<file path="src/hdl/timer8_consts.svh">
`ifndef TIMER8_CONSTS_SVH
`define TIMER8_CONSTS_SVH
// Register offsets; printed offsets are not all multiples of four, so they are indices.
`define REG_TIMER_COUNT_IDX   8'h01
`define REG_INTERRUPT_IDX     8'h0B
`define REG_OPTION_IDX        8'h81
`define REG_PORT_A_DIR_IDX    8'h85
// Control register of our own: bit 0 sleep, bit 1 watchdog clear (self-clearing).
`define REG_CORE_CTRL_IDX     8'hC0
// Option register fields.
`define OPT_CS_BIT            5
`define OPT_SE_BIT            4
`define OPT_PSA_BIT           3
`define OPT_PS_MSB            2
`define OPT_RESET             8'hFF
// Interrupt control fields.
`define INT_FLAG_BIT          2
`define INT_EN_BIT            5
`define INT_GIE_BIT           7
`define INT_RESET             8'h00
`define PORT_A_DIR_RESET      6'h3F
`define CTRL_SLEEP_BIT        0
`define CTRL_WDT_CLR_BIT      1
// Cycles of increment hold-off after a count write.
`define WRITE_HOLDOFF         2'h2
`define AXI_OKAY              2'h0
`define AXI_SLVERR            2'h2
`endif

</file>
<file path="src/hdl/timer8_pkg.sv">
`default_nettype none
package timer8_pkg;
  typedef enum logic [1:0] {
    WR_IDLE,
    WR_RESP
  } wr_state_t;
endpackage : timer8_pkg
`default_nettype wire

</file>
<file path="src/hdl/timer8_top.sv">
`timescale 1ns/1ps
`include "timer8_consts.svh"
`default_nettype none
module timer8_top (
  // Clock and reset.
  input  wire logic        sys_clk,
  input  wire logic        sys_rst,
  // AXI4-Lite write channels.
  input  wire logic [31:0] s_axi_awaddr,
  input  wire logic        s_axi_awvalid,
  output var  logic        s_axi_awready,
  input  wire logic [31:0] s_axi_wdata,
  input  wire logic [3:0]  s_axi_wstrb,
  input  wire logic        s_axi_wvalid,
  output var  logic        s_axi_wready,
  output var  logic [1:0]  s_axi_bresp,
  output var  logic        s_axi_bvalid,
  input  wire logic        s_axi_bready,
  // AXI4-Lite read channels.
  input  wire logic [31:0] s_axi_araddr,
  input  wire logic        s_axi_arvalid,
  output var  logic        s_axi_arready,
  output var  logic [31:0] s_axi_rdata,
  output var  logic [1:0]  s_axi_rresp,
  output var  logic        s_axi_rvalid,
  input  wire logic        s_axi_rready,
  // External event pin, watchdog link and overflow interrupt request.
  input  wire logic        external_timer_clock_pin,
  output var  logic        watchdog_tick,
  output var  logic        overflow_irq
);

  // Register index from a byte address; unaligned or out-of-range gives an illegal index.
  function automatic logic [8:0] reg_index(input logic [31:0] addr);
    if (addr[1:0] != 2'h0 || addr[31:10] != 22'h0) begin
      reg_index = 9'h1FF;
    end else begin
      reg_index = {1'b0, addr[9:2]};
    end
  endfunction : reg_index

  logic [7:0] timer_count;
  logic [7:0] option_config;
  logic [7:0] interrupt_control;
  logic [5:0] port_a_direction;
  logic       sleep_mode;
  logic [7:0] prescaler;
  logic [1:0] holdoff;
  logic [2:0] pin_sync;
  logic [31:0] aw_addr;
  logic [31:0] w_data;
  logic        aw_held;
  logic        w_held;
  logic        w_lane0;
  timer8_pkg::wr_state_t wr_state;

  wire logic       clock_source_select  = option_config[`OPT_CS_BIT];
  wire logic       source_edge_select   = option_config[`OPT_SE_BIT];
  wire logic       prescaler_assignment = option_config[`OPT_PSA_BIT];
  wire logic [2:0] prescale_ratio_field = option_config[`OPT_PS_MSB:0];

  // Write is committed once address and data are both held.
  wire logic       wr_fire  = aw_held && w_held && (wr_state == timer8_pkg::WR_IDLE);
  wire logic [8:0] wr_idx   = reg_index(aw_addr);
  wire logic       wr_lane  = wr_fire && w_held;
  logic            wr_strb0;
  wire logic       wr_count = wr_fire && wr_strb0 && (wr_idx == {1'b0, `REG_TIMER_COUNT_IDX});
  wire logic       wr_ctrl  = wr_fire && wr_strb0 && (wr_idx == {1'b0, `REG_CORE_CTRL_IDX});
  wire logic       wdt_clear = wr_ctrl && w_data[`CTRL_WDT_CLR_BIT];

  // Pin edge from the two-stage synchroniser; only stage two onward are compared.
  wire logic pin_rise   = pin_sync[1] && !pin_sync[2];
  wire logic pin_fall   = !pin_sync[1] && pin_sync[2];
  wire logic pin_edge   = source_edge_select ? pin_fall : pin_rise;
  // Source clock: instruction cycle or external edge.
  wire logic src_tick   = clock_source_select ? pin_edge : 1'b1;

  // Prescaler output: bit n of the running count wraps every 2^(n+1) inputs.
  wire logic [7:0] next_prescaler = prescaler + 8'h01;
  wire logic       ps_wrap        = (next_prescaler[prescale_ratio_field] == 1'b0) &&
                                    prescaler[prescale_ratio_field];
  wire logic       timer_tick = prescaler_assignment ? src_tick : (src_tick && ps_wrap);
  wire logic       count_en   = timer_tick && (holdoff == 2'h0) && !sleep_mode;

  // Watchdog postscaler wraps every 2^n raw watchdog ticks, so n = 0 passes every tick.
  logic wdt_raw;
  wire logic wdt_wrap = (prescale_ratio_field == 3'h0) ? 1'b1 :
                        ((next_prescaler[prescale_ratio_field - 3'h1] == 1'b0) &&
                         prescaler[prescale_ratio_field - 3'h1]);

  // Lane 0 enable as captured with the data; the live strobe may already belong to the next beat.
  always_comb begin
    wr_strb0 = w_lane0;
  end

  // Synchroniser for the external pin; the first stage feeds only the second.
  always_ff @(posedge sys_clk) begin
    if (sys_rst) begin
      pin_sync <= 3'h0;
    end else begin
      pin_sync <= {pin_sync[1:0], external_timer_clock_pin};
    end
  end

  // Raw watchdog tick: a free divider stands in for the watchdog oscillator.
  always_ff @(posedge sys_clk) begin
    if (sys_rst) begin
      wdt_raw <= 1'b0;
    end else begin
      wdt_raw <= !wdt_raw;
    end
  end

  // Shared prescaler. It has no bus address, so software can never see it.
  always_ff @(posedge sys_clk) begin
    if (sys_rst) begin
      prescaler <= 8'h00;
    end else if (!prescaler_assignment && wr_count) begin
      prescaler <= 8'h00;
    end else if (prescaler_assignment && wdt_clear) begin
      prescaler <= 8'h00;
    end else if (prescaler_assignment ? wdt_raw : (src_tick && !sleep_mode)) begin
      prescaler <= next_prescaler;
    end
  end

  // Watchdog tick output; the assignment bit is read live, so switching needs no stop.
  always_ff @(posedge sys_clk) begin
    if (sys_rst) begin
      watchdog_tick <= 1'b0;
    end else begin
      watchdog_tick <= prescaler_assignment ? (wdt_raw && wdt_wrap) : wdt_raw;
    end
  end

  // Hold-off counter restarted by every count write.
  always_ff @(posedge sys_clk) begin
    if (sys_rst) begin
      holdoff <= 2'h0;
    end else if (wr_count) begin
      holdoff <= `WRITE_HOLDOFF;
    end else if (holdoff != 2'h0) begin
      holdoff <= holdoff - 2'h1;
    end
  end

  // Count register: a write wins over an increment in the same cycle.
  always_ff @(posedge sys_clk) begin
    if (sys_rst) begin
      timer_count <= 8'h00;
    end else if (wr_count) begin
      timer_count <= w_data[7:0];
    end else if (count_en) begin
      timer_count <= timer_count + 8'h01;
    end
  end

  // Interrupt control: rollover sets the flag, and the set wins over a software clear.
  always_ff @(posedge sys_clk) begin
    if (sys_rst) begin
      interrupt_control <= `INT_RESET;
    end else begin
      if (wr_fire && wr_strb0 && wr_idx == {1'b0, `REG_INTERRUPT_IDX}) begin
        interrupt_control <= w_data[7:0];
      end
      if (count_en && timer_count == 8'hFF) begin
        interrupt_control[`INT_FLAG_BIT] <= 1'b1;
      end
    end
  end

  // Option, port direction and sleep control.
  always_ff @(posedge sys_clk) begin
    if (sys_rst) begin
      option_config    <= `OPT_RESET;
      port_a_direction <= `PORT_A_DIR_RESET;
      sleep_mode       <= 1'b0;
    end else if (wr_fire && wr_strb0) begin
      if (wr_idx == {1'b0, `REG_OPTION_IDX}) begin
        option_config <= w_data[7:0];
      end
      if (wr_idx == {1'b0, `REG_PORT_A_DIR_IDX}) begin
        port_a_direction <= w_data[5:0];
      end
      if (wr_ctrl) begin
        sleep_mode <= w_data[`CTRL_SLEEP_BIT];
      end
    end
  end

  // Interrupt request: flag gated by its enable and the global enable.
  always_ff @(posedge sys_clk) begin
    if (sys_rst) begin
      overflow_irq <= 1'b0;
    end else begin
      overflow_irq <= interrupt_control[`INT_FLAG_BIT] && interrupt_control[`INT_EN_BIT] &&
                      interrupt_control[`INT_GIE_BIT];
    end
  end

  // Write channel: address and data are captured in either order, then answered.
  always_ff @(posedge sys_clk) begin
    if (sys_rst) begin
      aw_held       <= 1'b0;
      w_held        <= 1'b0;
      aw_addr       <= 32'h0;
      w_data        <= 32'h0;
      w_lane0       <= 1'b0;
      s_axi_awready <= 1'b0;
      s_axi_wready  <= 1'b0;
      s_axi_bvalid  <= 1'b0;
      s_axi_bresp   <= `AXI_OKAY;
      wr_state      <= timer8_pkg::WR_IDLE;
    end else begin
      s_axi_awready <= !aw_held && !s_axi_awready && s_axi_awvalid;
      s_axi_wready  <= !w_held && !s_axi_wready && s_axi_wvalid;
      if (s_axi_awready && s_axi_awvalid) begin
        aw_held <= 1'b1;
        aw_addr <= s_axi_awaddr;
      end
      if (s_axi_wready && s_axi_wvalid) begin
        w_held  <= 1'b1;
        w_data  <= s_axi_wdata;
        w_lane0 <= s_axi_wstrb[0];
      end
      case (wr_state)
        timer8_pkg::WR_IDLE: begin
          if (wr_lane) begin
            s_axi_bvalid <= 1'b1;
            s_axi_bresp  <= (wr_idx == {1'b0, `REG_TIMER_COUNT_IDX} || wr_idx == {1'b0, `REG_INTERRUPT_IDX} ||
                             wr_idx == {1'b0, `REG_OPTION_IDX} || wr_idx == {1'b0, `REG_PORT_A_DIR_IDX} ||
                             wr_idx == {1'b0, `REG_CORE_CTRL_IDX}) ? `AXI_OKAY : `AXI_SLVERR;
            wr_state     <= timer8_pkg::WR_RESP;
          end
        end
        timer8_pkg::WR_RESP: begin
          if (s_axi_bready) begin
            s_axi_bvalid <= 1'b0;
            aw_held      <= 1'b0;
            w_held       <= 1'b0;
            wr_state     <= timer8_pkg::WR_IDLE;
          end
        end
        default: begin
          wr_state <= timer8_pkg::WR_IDLE;
        end
      endcase
    end
  end

  // Read channel: one cycle from address to data; unmapped reads answer SLVERR.
  always_ff @(posedge sys_clk) begin
    if (sys_rst) begin
      s_axi_arready <= 1'b0;
      s_axi_rvalid  <= 1'b0;
      s_axi_rdata   <= 32'h0;
      s_axi_rresp   <= `AXI_OKAY;
    end else if (s_axi_rvalid) begin
      s_axi_arready <= 1'b0;
      if (s_axi_rready) begin
        s_axi_rvalid <= 1'b0;
      end
    end else if (s_axi_arready && s_axi_arvalid) begin
      s_axi_arready <= 1'b0;
      s_axi_rvalid  <= 1'b1;
      s_axi_rresp   <= `AXI_OKAY;
      case (reg_index(s_axi_araddr))
        {1'b0, `REG_TIMER_COUNT_IDX}: s_axi_rdata <= {24'h0, timer_count};
        {1'b0, `REG_INTERRUPT_IDX}:   s_axi_rdata <= {24'h0, interrupt_control};
        {1'b0, `REG_OPTION_IDX}:      s_axi_rdata <= {24'h0, option_config};
        {1'b0, `REG_PORT_A_DIR_IDX}:  s_axi_rdata <= {26'h0, port_a_direction};
        {1'b0, `REG_CORE_CTRL_IDX}:   s_axi_rdata <= {31'h0, sleep_mode};
        default: begin
          s_axi_rdata <= 32'h0;
          s_axi_rresp <= `AXI_SLVERR;
        end
      endcase
    end else begin
      s_axi_arready <= s_axi_arvalid;
    end
  end

  // Checks kept next to the logic.
  overflow_flag_a: assert property (@(posedge sys_clk) disable iff (sys_rst)
    (count_en && !wr_count && timer_count == 8'hFF) |=>
    (timer_count == 8'h00 && interrupt_control[`INT_FLAG_BIT]))
    else $error("Rollover did not set the overflow flag.");
  // The written value lands first, so stability is only asked of the two held-off cycles after it.
  write_holdoff_a: assert property (@(posedge sys_clk) disable iff (sys_rst)
    wr_count |=> !count_en ##1 (!count_en && $stable(timer_count)) ##1 $stable(timer_count))
    else $error("Count moved within two cycles of a write.");
  sleep_stop_a: assert property (@(posedge sys_clk) disable iff (sys_rst)
    (sleep_mode && !wr_count) |=> $stable(timer_count))
    else $error("Count moved during sleep.");
  irq_mask_a: assert property (@(posedge sys_clk) disable iff (sys_rst)
    !interrupt_control[`INT_EN_BIT] |=> !overflow_irq)
    else $error("Masked overflow raised the interrupt.");
  prescale_clear_a: assert property (@(posedge sys_clk) disable iff (sys_rst)
    (wr_count && !prescaler_assignment) |=> prescaler == 8'h00)
    else $error("Count write did not clear the prescaler.");
  wdt_clear_a: assert property (@(posedge sys_clk) disable iff (sys_rst)
    (wdt_clear && prescaler_assignment) |=> prescaler == 8'h00)
    else $error("Watchdog clear did not clear the prescaler.");
  timer_rate_a: assert property (@(posedge sys_clk) disable iff (sys_rst)
    (!clock_source_select && prescaler_assignment && holdoff == 2'h0 && !sleep_mode && !wr_count)
    |=> timer_count == $past(timer_count) + 8'h01)
    else $error("Timer mode missed an instruction cycle.");
  edge_count_a: assert property (@(posedge sys_clk) disable iff (sys_rst)
    (clock_source_select && !pin_edge && !wr_count) |=> $stable(timer_count))
    else $error("Counter moved without a selected pin edge.");
  option_reset_a: assert property (@(posedge sys_clk)
    sys_rst |=> option_config == `OPT_RESET)
    else $error("Option register not all ones after reset.");
  // At 1:2 only every second instruction cycle may reach the count.
  prescale_gate_a: assert property (@(posedge sys_clk) disable iff (sys_rst)
    (!clock_source_select && !prescaler_assignment && prescale_ratio_field == 3'h0 &&
     !prescaler[0] && !wr_count) |=> $stable(timer_count))
    else $error("Prescaled timer counted on a skipped cycle.");
  // With the prescaler on the timer the watchdog sees every raw tick.
  watchdog_raw_a: assert property (@(posedge sys_clk) disable iff (sys_rst)
    !prescaler_assignment |=> watchdog_tick == $past(wdt_raw))
    else $error("Watchdog tick divided while prescaler served the timer.");

endmodule : timer8_top
`default_nettype wire

</file>
<file path="config.mk">
export PLATFORM = sky130hd
export DESIGN_NAME = timer8_top
export DESIGN_NICKNAME = d
export VERILOG_FILES = /design/src/hdl/timer8_pkg.sv /design/src/hdl/timer8_top.sv
export VERILOG_INCLUDE_DIRS = /design/src /design/src/hdl
export SDC_FILE = /design/constraint.sdc
export NUM_CORES = 1
export LEC_CHECK = 0
export BUFFER_PORTS_ARGS = -buffer_cell sky130_fd_sc_hd__buf_2
export CAP_MARGIN = 0
export CELL_PAD_IN_SITES_DETAIL_PLACEMENT = 1
export CELL_PAD_IN_SITES_GLOBAL_PLACEMENT = 1
export CORE_MARGIN = 1.5
export CORE_UTILIZATION = 40
export CTS_BUF_LIST = sky130_fd_sc_hd__clkbuf_16
export DETAILED_ROUTE_END_ITERATION = 16
export HOLD_SLACK_MARGIN = 0.06
export PLACE_DENSITY_LB_ADDON = 0.3
export SLEW_MARGIN = 20
export SYNTH_ARGS = -nofsm -noshare
export SYNTH_HDL_FRONTEND = slang
export SYNTH_SLANG_ARGS = --single-unit
</file>
<file path="constraint.sdc">
create_clock -name sys_clk -period 5.7 [get_ports sys_clk]
set_input_delay 0.285 -clock sys_clk [delete_from_list [all_inputs] [get_ports sys_clk]]
set_output_delay 0.285 -clock sys_clk [all_outputs]
set_load 0.05 [all_outputs]
</file>
==> run summary <==
ys flop type: dfxtp_1
fraction of registers with async set or reset after synthesis: 0%
xor/xnor share of the synthesized area: 1.25%
Post-layout nets: 787
remaining antenna violation count: 0
post-layout util: 47.0%
Slew @ Worst Pin: 994 ps
cell area after placement: 0.00535 sq mm
H-tree levels: 3
mapped cell area: 0.00492 sq mm
TritonCTS clock tree: done
Die Wd: 114 um
met1 usage: 26.4%
fin crit period: 2690 ps
# diodes: 0
Detailed Route WL: 13200 um
Hold Fails Final Rpt: 0
footprint of the multi-input gates: 0.00251 sq mm
fin area: 0.00564 sq mm
GR Layer Usage met3: 3.83%
Clock Latency Late Sink: 350 ps
clock sink total: 105
Power Density: 268 mW/mm^2
sum of negative setup slack: 0 ps
RSZ-0062 raised after global routing: false
Max Freq: 371 MHz
vias per inst: 5.42
Crit path arrival time: 2920 ps
Worst slew margin: 33.7%
Adder-Cell Fraction of Synth Area: 1.02%
peak supply drop: 0.000134 V
CTS Buf Count: 9
Overflow after GRT: 0
setup slack, reg-to-reg: 3010 ps
DRT iter0 DRCs: 171
Setup crit end kind: register
Post-CTS Setup Repair Bufs: 0
hpwl dp: 9830 um
Hold Crit Start: external_timer_clock_pin
max-cap viol count: 0
vias in the first global route: 4565
drt wl/cell: 15.9 um
Final GP Congestion: 0.850
Die Span Y: 114 um
FF-to-FF End: prescaler[5]$_SDFFE_PP0P_
simple-gate share of the synthesized area: 25.4%
CTS Hold Bufs: 0
layer with the highest usage: met2
period utilisation layout: 47.2%
Hold Crit Class: input pin to register
Max clock buf depth: 2
FILL cells: 1513
buffers added on ports: 97
YS warnings: 0
Remaining DRCs: 0
CP Class: register to register
WHS Path Cells: 2
post_cts resized: 0
largest net degree at the start of global routing: 69
Post-Syn Instances: 600
Post-synth EDFFs: 0
layout cells sized above 1: 18.8%
# setup viols final: 0
Setup crit start kind: register
crit path max fanout: 15
Synth Area per Inst: 8.19 sq um
first-pass GRT wire length: 22000 um
Worst Clk Skew: 10.4 ps
Total GRT Usage: 21.4%
mux cell area share after synthesis: 4.56%
WHS Endpoint: pin_sync[0]$_SDFF_PP0_
1st-pass router iterations: 4
global routing usage on met2: 37.5%
synthesized flop and latch total: 105
antenna violations before repair: 0
Synth Area in Compound Gates: 16.8%
largest family of logic cells by synthesized area: simple AND/OR/NAND/NOR gates
Initial Util: 40.9%
root buffer cell: clkbuf_16
die area: 0.0130 sq mm
Power, Total: 1510 uW
leakage: 0.00235 uW
Seq/Total Area, Yosys: 42.8%
FP Rows: 40
Via Count: 4479
area grow syn2layout: 14.7%
clk slew on worst S/H paths: 70 ps
synth unique cells: 61
WP data required: 5930 ps
register area: 0.00210 sq mm
area of the core: 0.0120 sq mm
Slew Viols, Final: 0
Top Ports: 151
r2r startpoint: aw_addr[28]$_SDFFE_PP0P_
run status: finished, final reports clean
Worst Reg-to-Reg Cells: 6
[metrics by stage]
stage / setup slack (ps) / std cells / hold WS (ps)
3_3_place_gp: 3070 / 811 / 425
2_1_floorplan: 3430 / 625 / 413
5_1_grt: 2610 / 827 / 142
4_1_cts: 2990 / 827 / 132
6_report: 3010 / 827 / 142
3_5_place_dp: 3000 / 811 / 433
[cell usage after synthesis, types with 2 or more instances]
master | n | area, sq um
nor4_1 | 14 | 87.6
o311a_1 | 3 | 30.0
xnor2_1 | 7 | 61.3
nand2_1 | 125 | 469
and3_1 | 3 | 18.8
and3b_1 | 2 | 17.5
nor2_1 | 37 | 139
a222oi_1 | 5 | 50.1
buf_4 | 26 | 195
and2_1 | 3 | 18.8
buf_2 | 5 | 25.0
o21a_1 | 5 | 37.5
nand2b_1 | 4 | 25.0
clkbuf_1 | 20 | 75.1
ha_1 | 4 | 50.1
nand3b_1 | 4 | 30.0
a21oi_1 | 52 | 260
nor3_1 | 15 | 75.1
o21ai_0 | 15 | 75.1
buf_1 | 7 | 26.3
nand4_1 | 6 | 37.5
nor4_2 | 5 | 62.6
o21ai_1 | 8 | 40.0
nor4b_1 | 3 | 26.3
nand3_1 | 19 | 95.1
inv_1 | 18 | 67.6
a31oi_1 | 5 | 31.3
mux2i_1 | 19 | 190
or3_1 | 6 | 37.5
a22o_1 | 14 | 123
o211ai_1 | 2 | 15.0
dfxtp_1 | 105 | 2100
nor2b_1 | 6 | 37.5
[cell families after synthesis]
group	after synthesis
AOI/OAI and AO/OA	125
xor gates and xnor gates	7
adders and majority gates	4
buffers and inverters	77
DFF	105
muxes	21
other	1
and+or+nand+nor	260
[routing by layer]
metal	share of wire, %	up-vias
met3	4.8	14
met4	1.5	0
met2	48	120
met5	0	-
li1	-	2204
met1	45	2141
[sequential cells by signal (all words and copies together), names as in the netlist, 2 cells and up]
| register | cells |
|---|---|
| port_a_direction | 6 |
| holdoff | 2 |
| aw_addr | 32 |
| interrupt_control | 8 |
| prescaler | 8 |
| w_data | 8 |
| option_config | 8 |
| timer_count | 8 |
| pin_sync | 3 |
| s_axi_rdata | 8 |
[worst max-delay path by stage]
stage | from | endpoint | depth (start not counted)
floorplan | s_axi_bvalid$_SDFFE_PP0P_ | timer_count[6]$_SDFFE_PP0P_ | 9
global placement | aw_addr[28]$_SDFFE_PP0P_ | prescaler[3]$_SDFFE_PP0P_ | 6
detailed placement | aw_addr[28]$_SDFFE_PP0P_ | prescaler[5]$_SDFFE_PP0P_ | 6
CTS | aw_addr[28]$_SDFFE_PP0P_ | prescaler[5]$_SDFFE_PP0P_ | 6
global route | prescaler[1]$_SDFFE_PP0P_ | timer_count[2]$_SDFFE_PP0P_ | 7
finish | aw_addr[28]$_SDFFE_PP0P_ | prescaler[5]$_SDFFE_PP0P_ | 6
[cell type report]
type                            count  area share [%]
Clock buffer                        9            3.99
Clock inverter                      7            1.06
Inverter                           18            1.20
Multi-Input combinational cell    443            44.5
Sequential cell                   105            37.3
Tap cell                          147            3.26
Timing Repair Buffer               98            8.74
[cells in the final DEF, fill, tap and decap left out, types with 3 or more instances in the layout]
cell       instances
inv_6              3
o21ai_1            8
nand3b_1           4
a31oi_1            5
inv_1             18
o311a_1            3
nand2b_1           4
mux2i_1           19
nor2b_1            6
conb_1            26
xnor2_1            7
nor2_1            37
buf_2             97
ha_1               4
o21ai_0           15
dfxtp_1          105
a21oi_1           52
o21a_1             5
nor3_1            15
a222oi_1           5
nor4_1            14
nand4_1            6
nand3_1           19
and3_1             3
or3_1              6
nor4b_1            3
nor4_2             5
clkbuf_16          9
nand2_1          125
a22o_1            14
[critical path: stages (launching register included)]
cell and delay (ps):
dfxtp_1 330, nor4_2 320, nand4_1 230, or4b_1 680
or2_1 490, o221ai_4 410, nor2_1 110
[report_power, final]
group	leakage, uW	switching (uW)	internal (uW)
sequential	0.000851	13.6	748
combinational	0.00135	103	44.3
clock	0.000143	298	305
total	0.00235	415	1100
No activity file was read; power rests on OpenSTA's default activity.
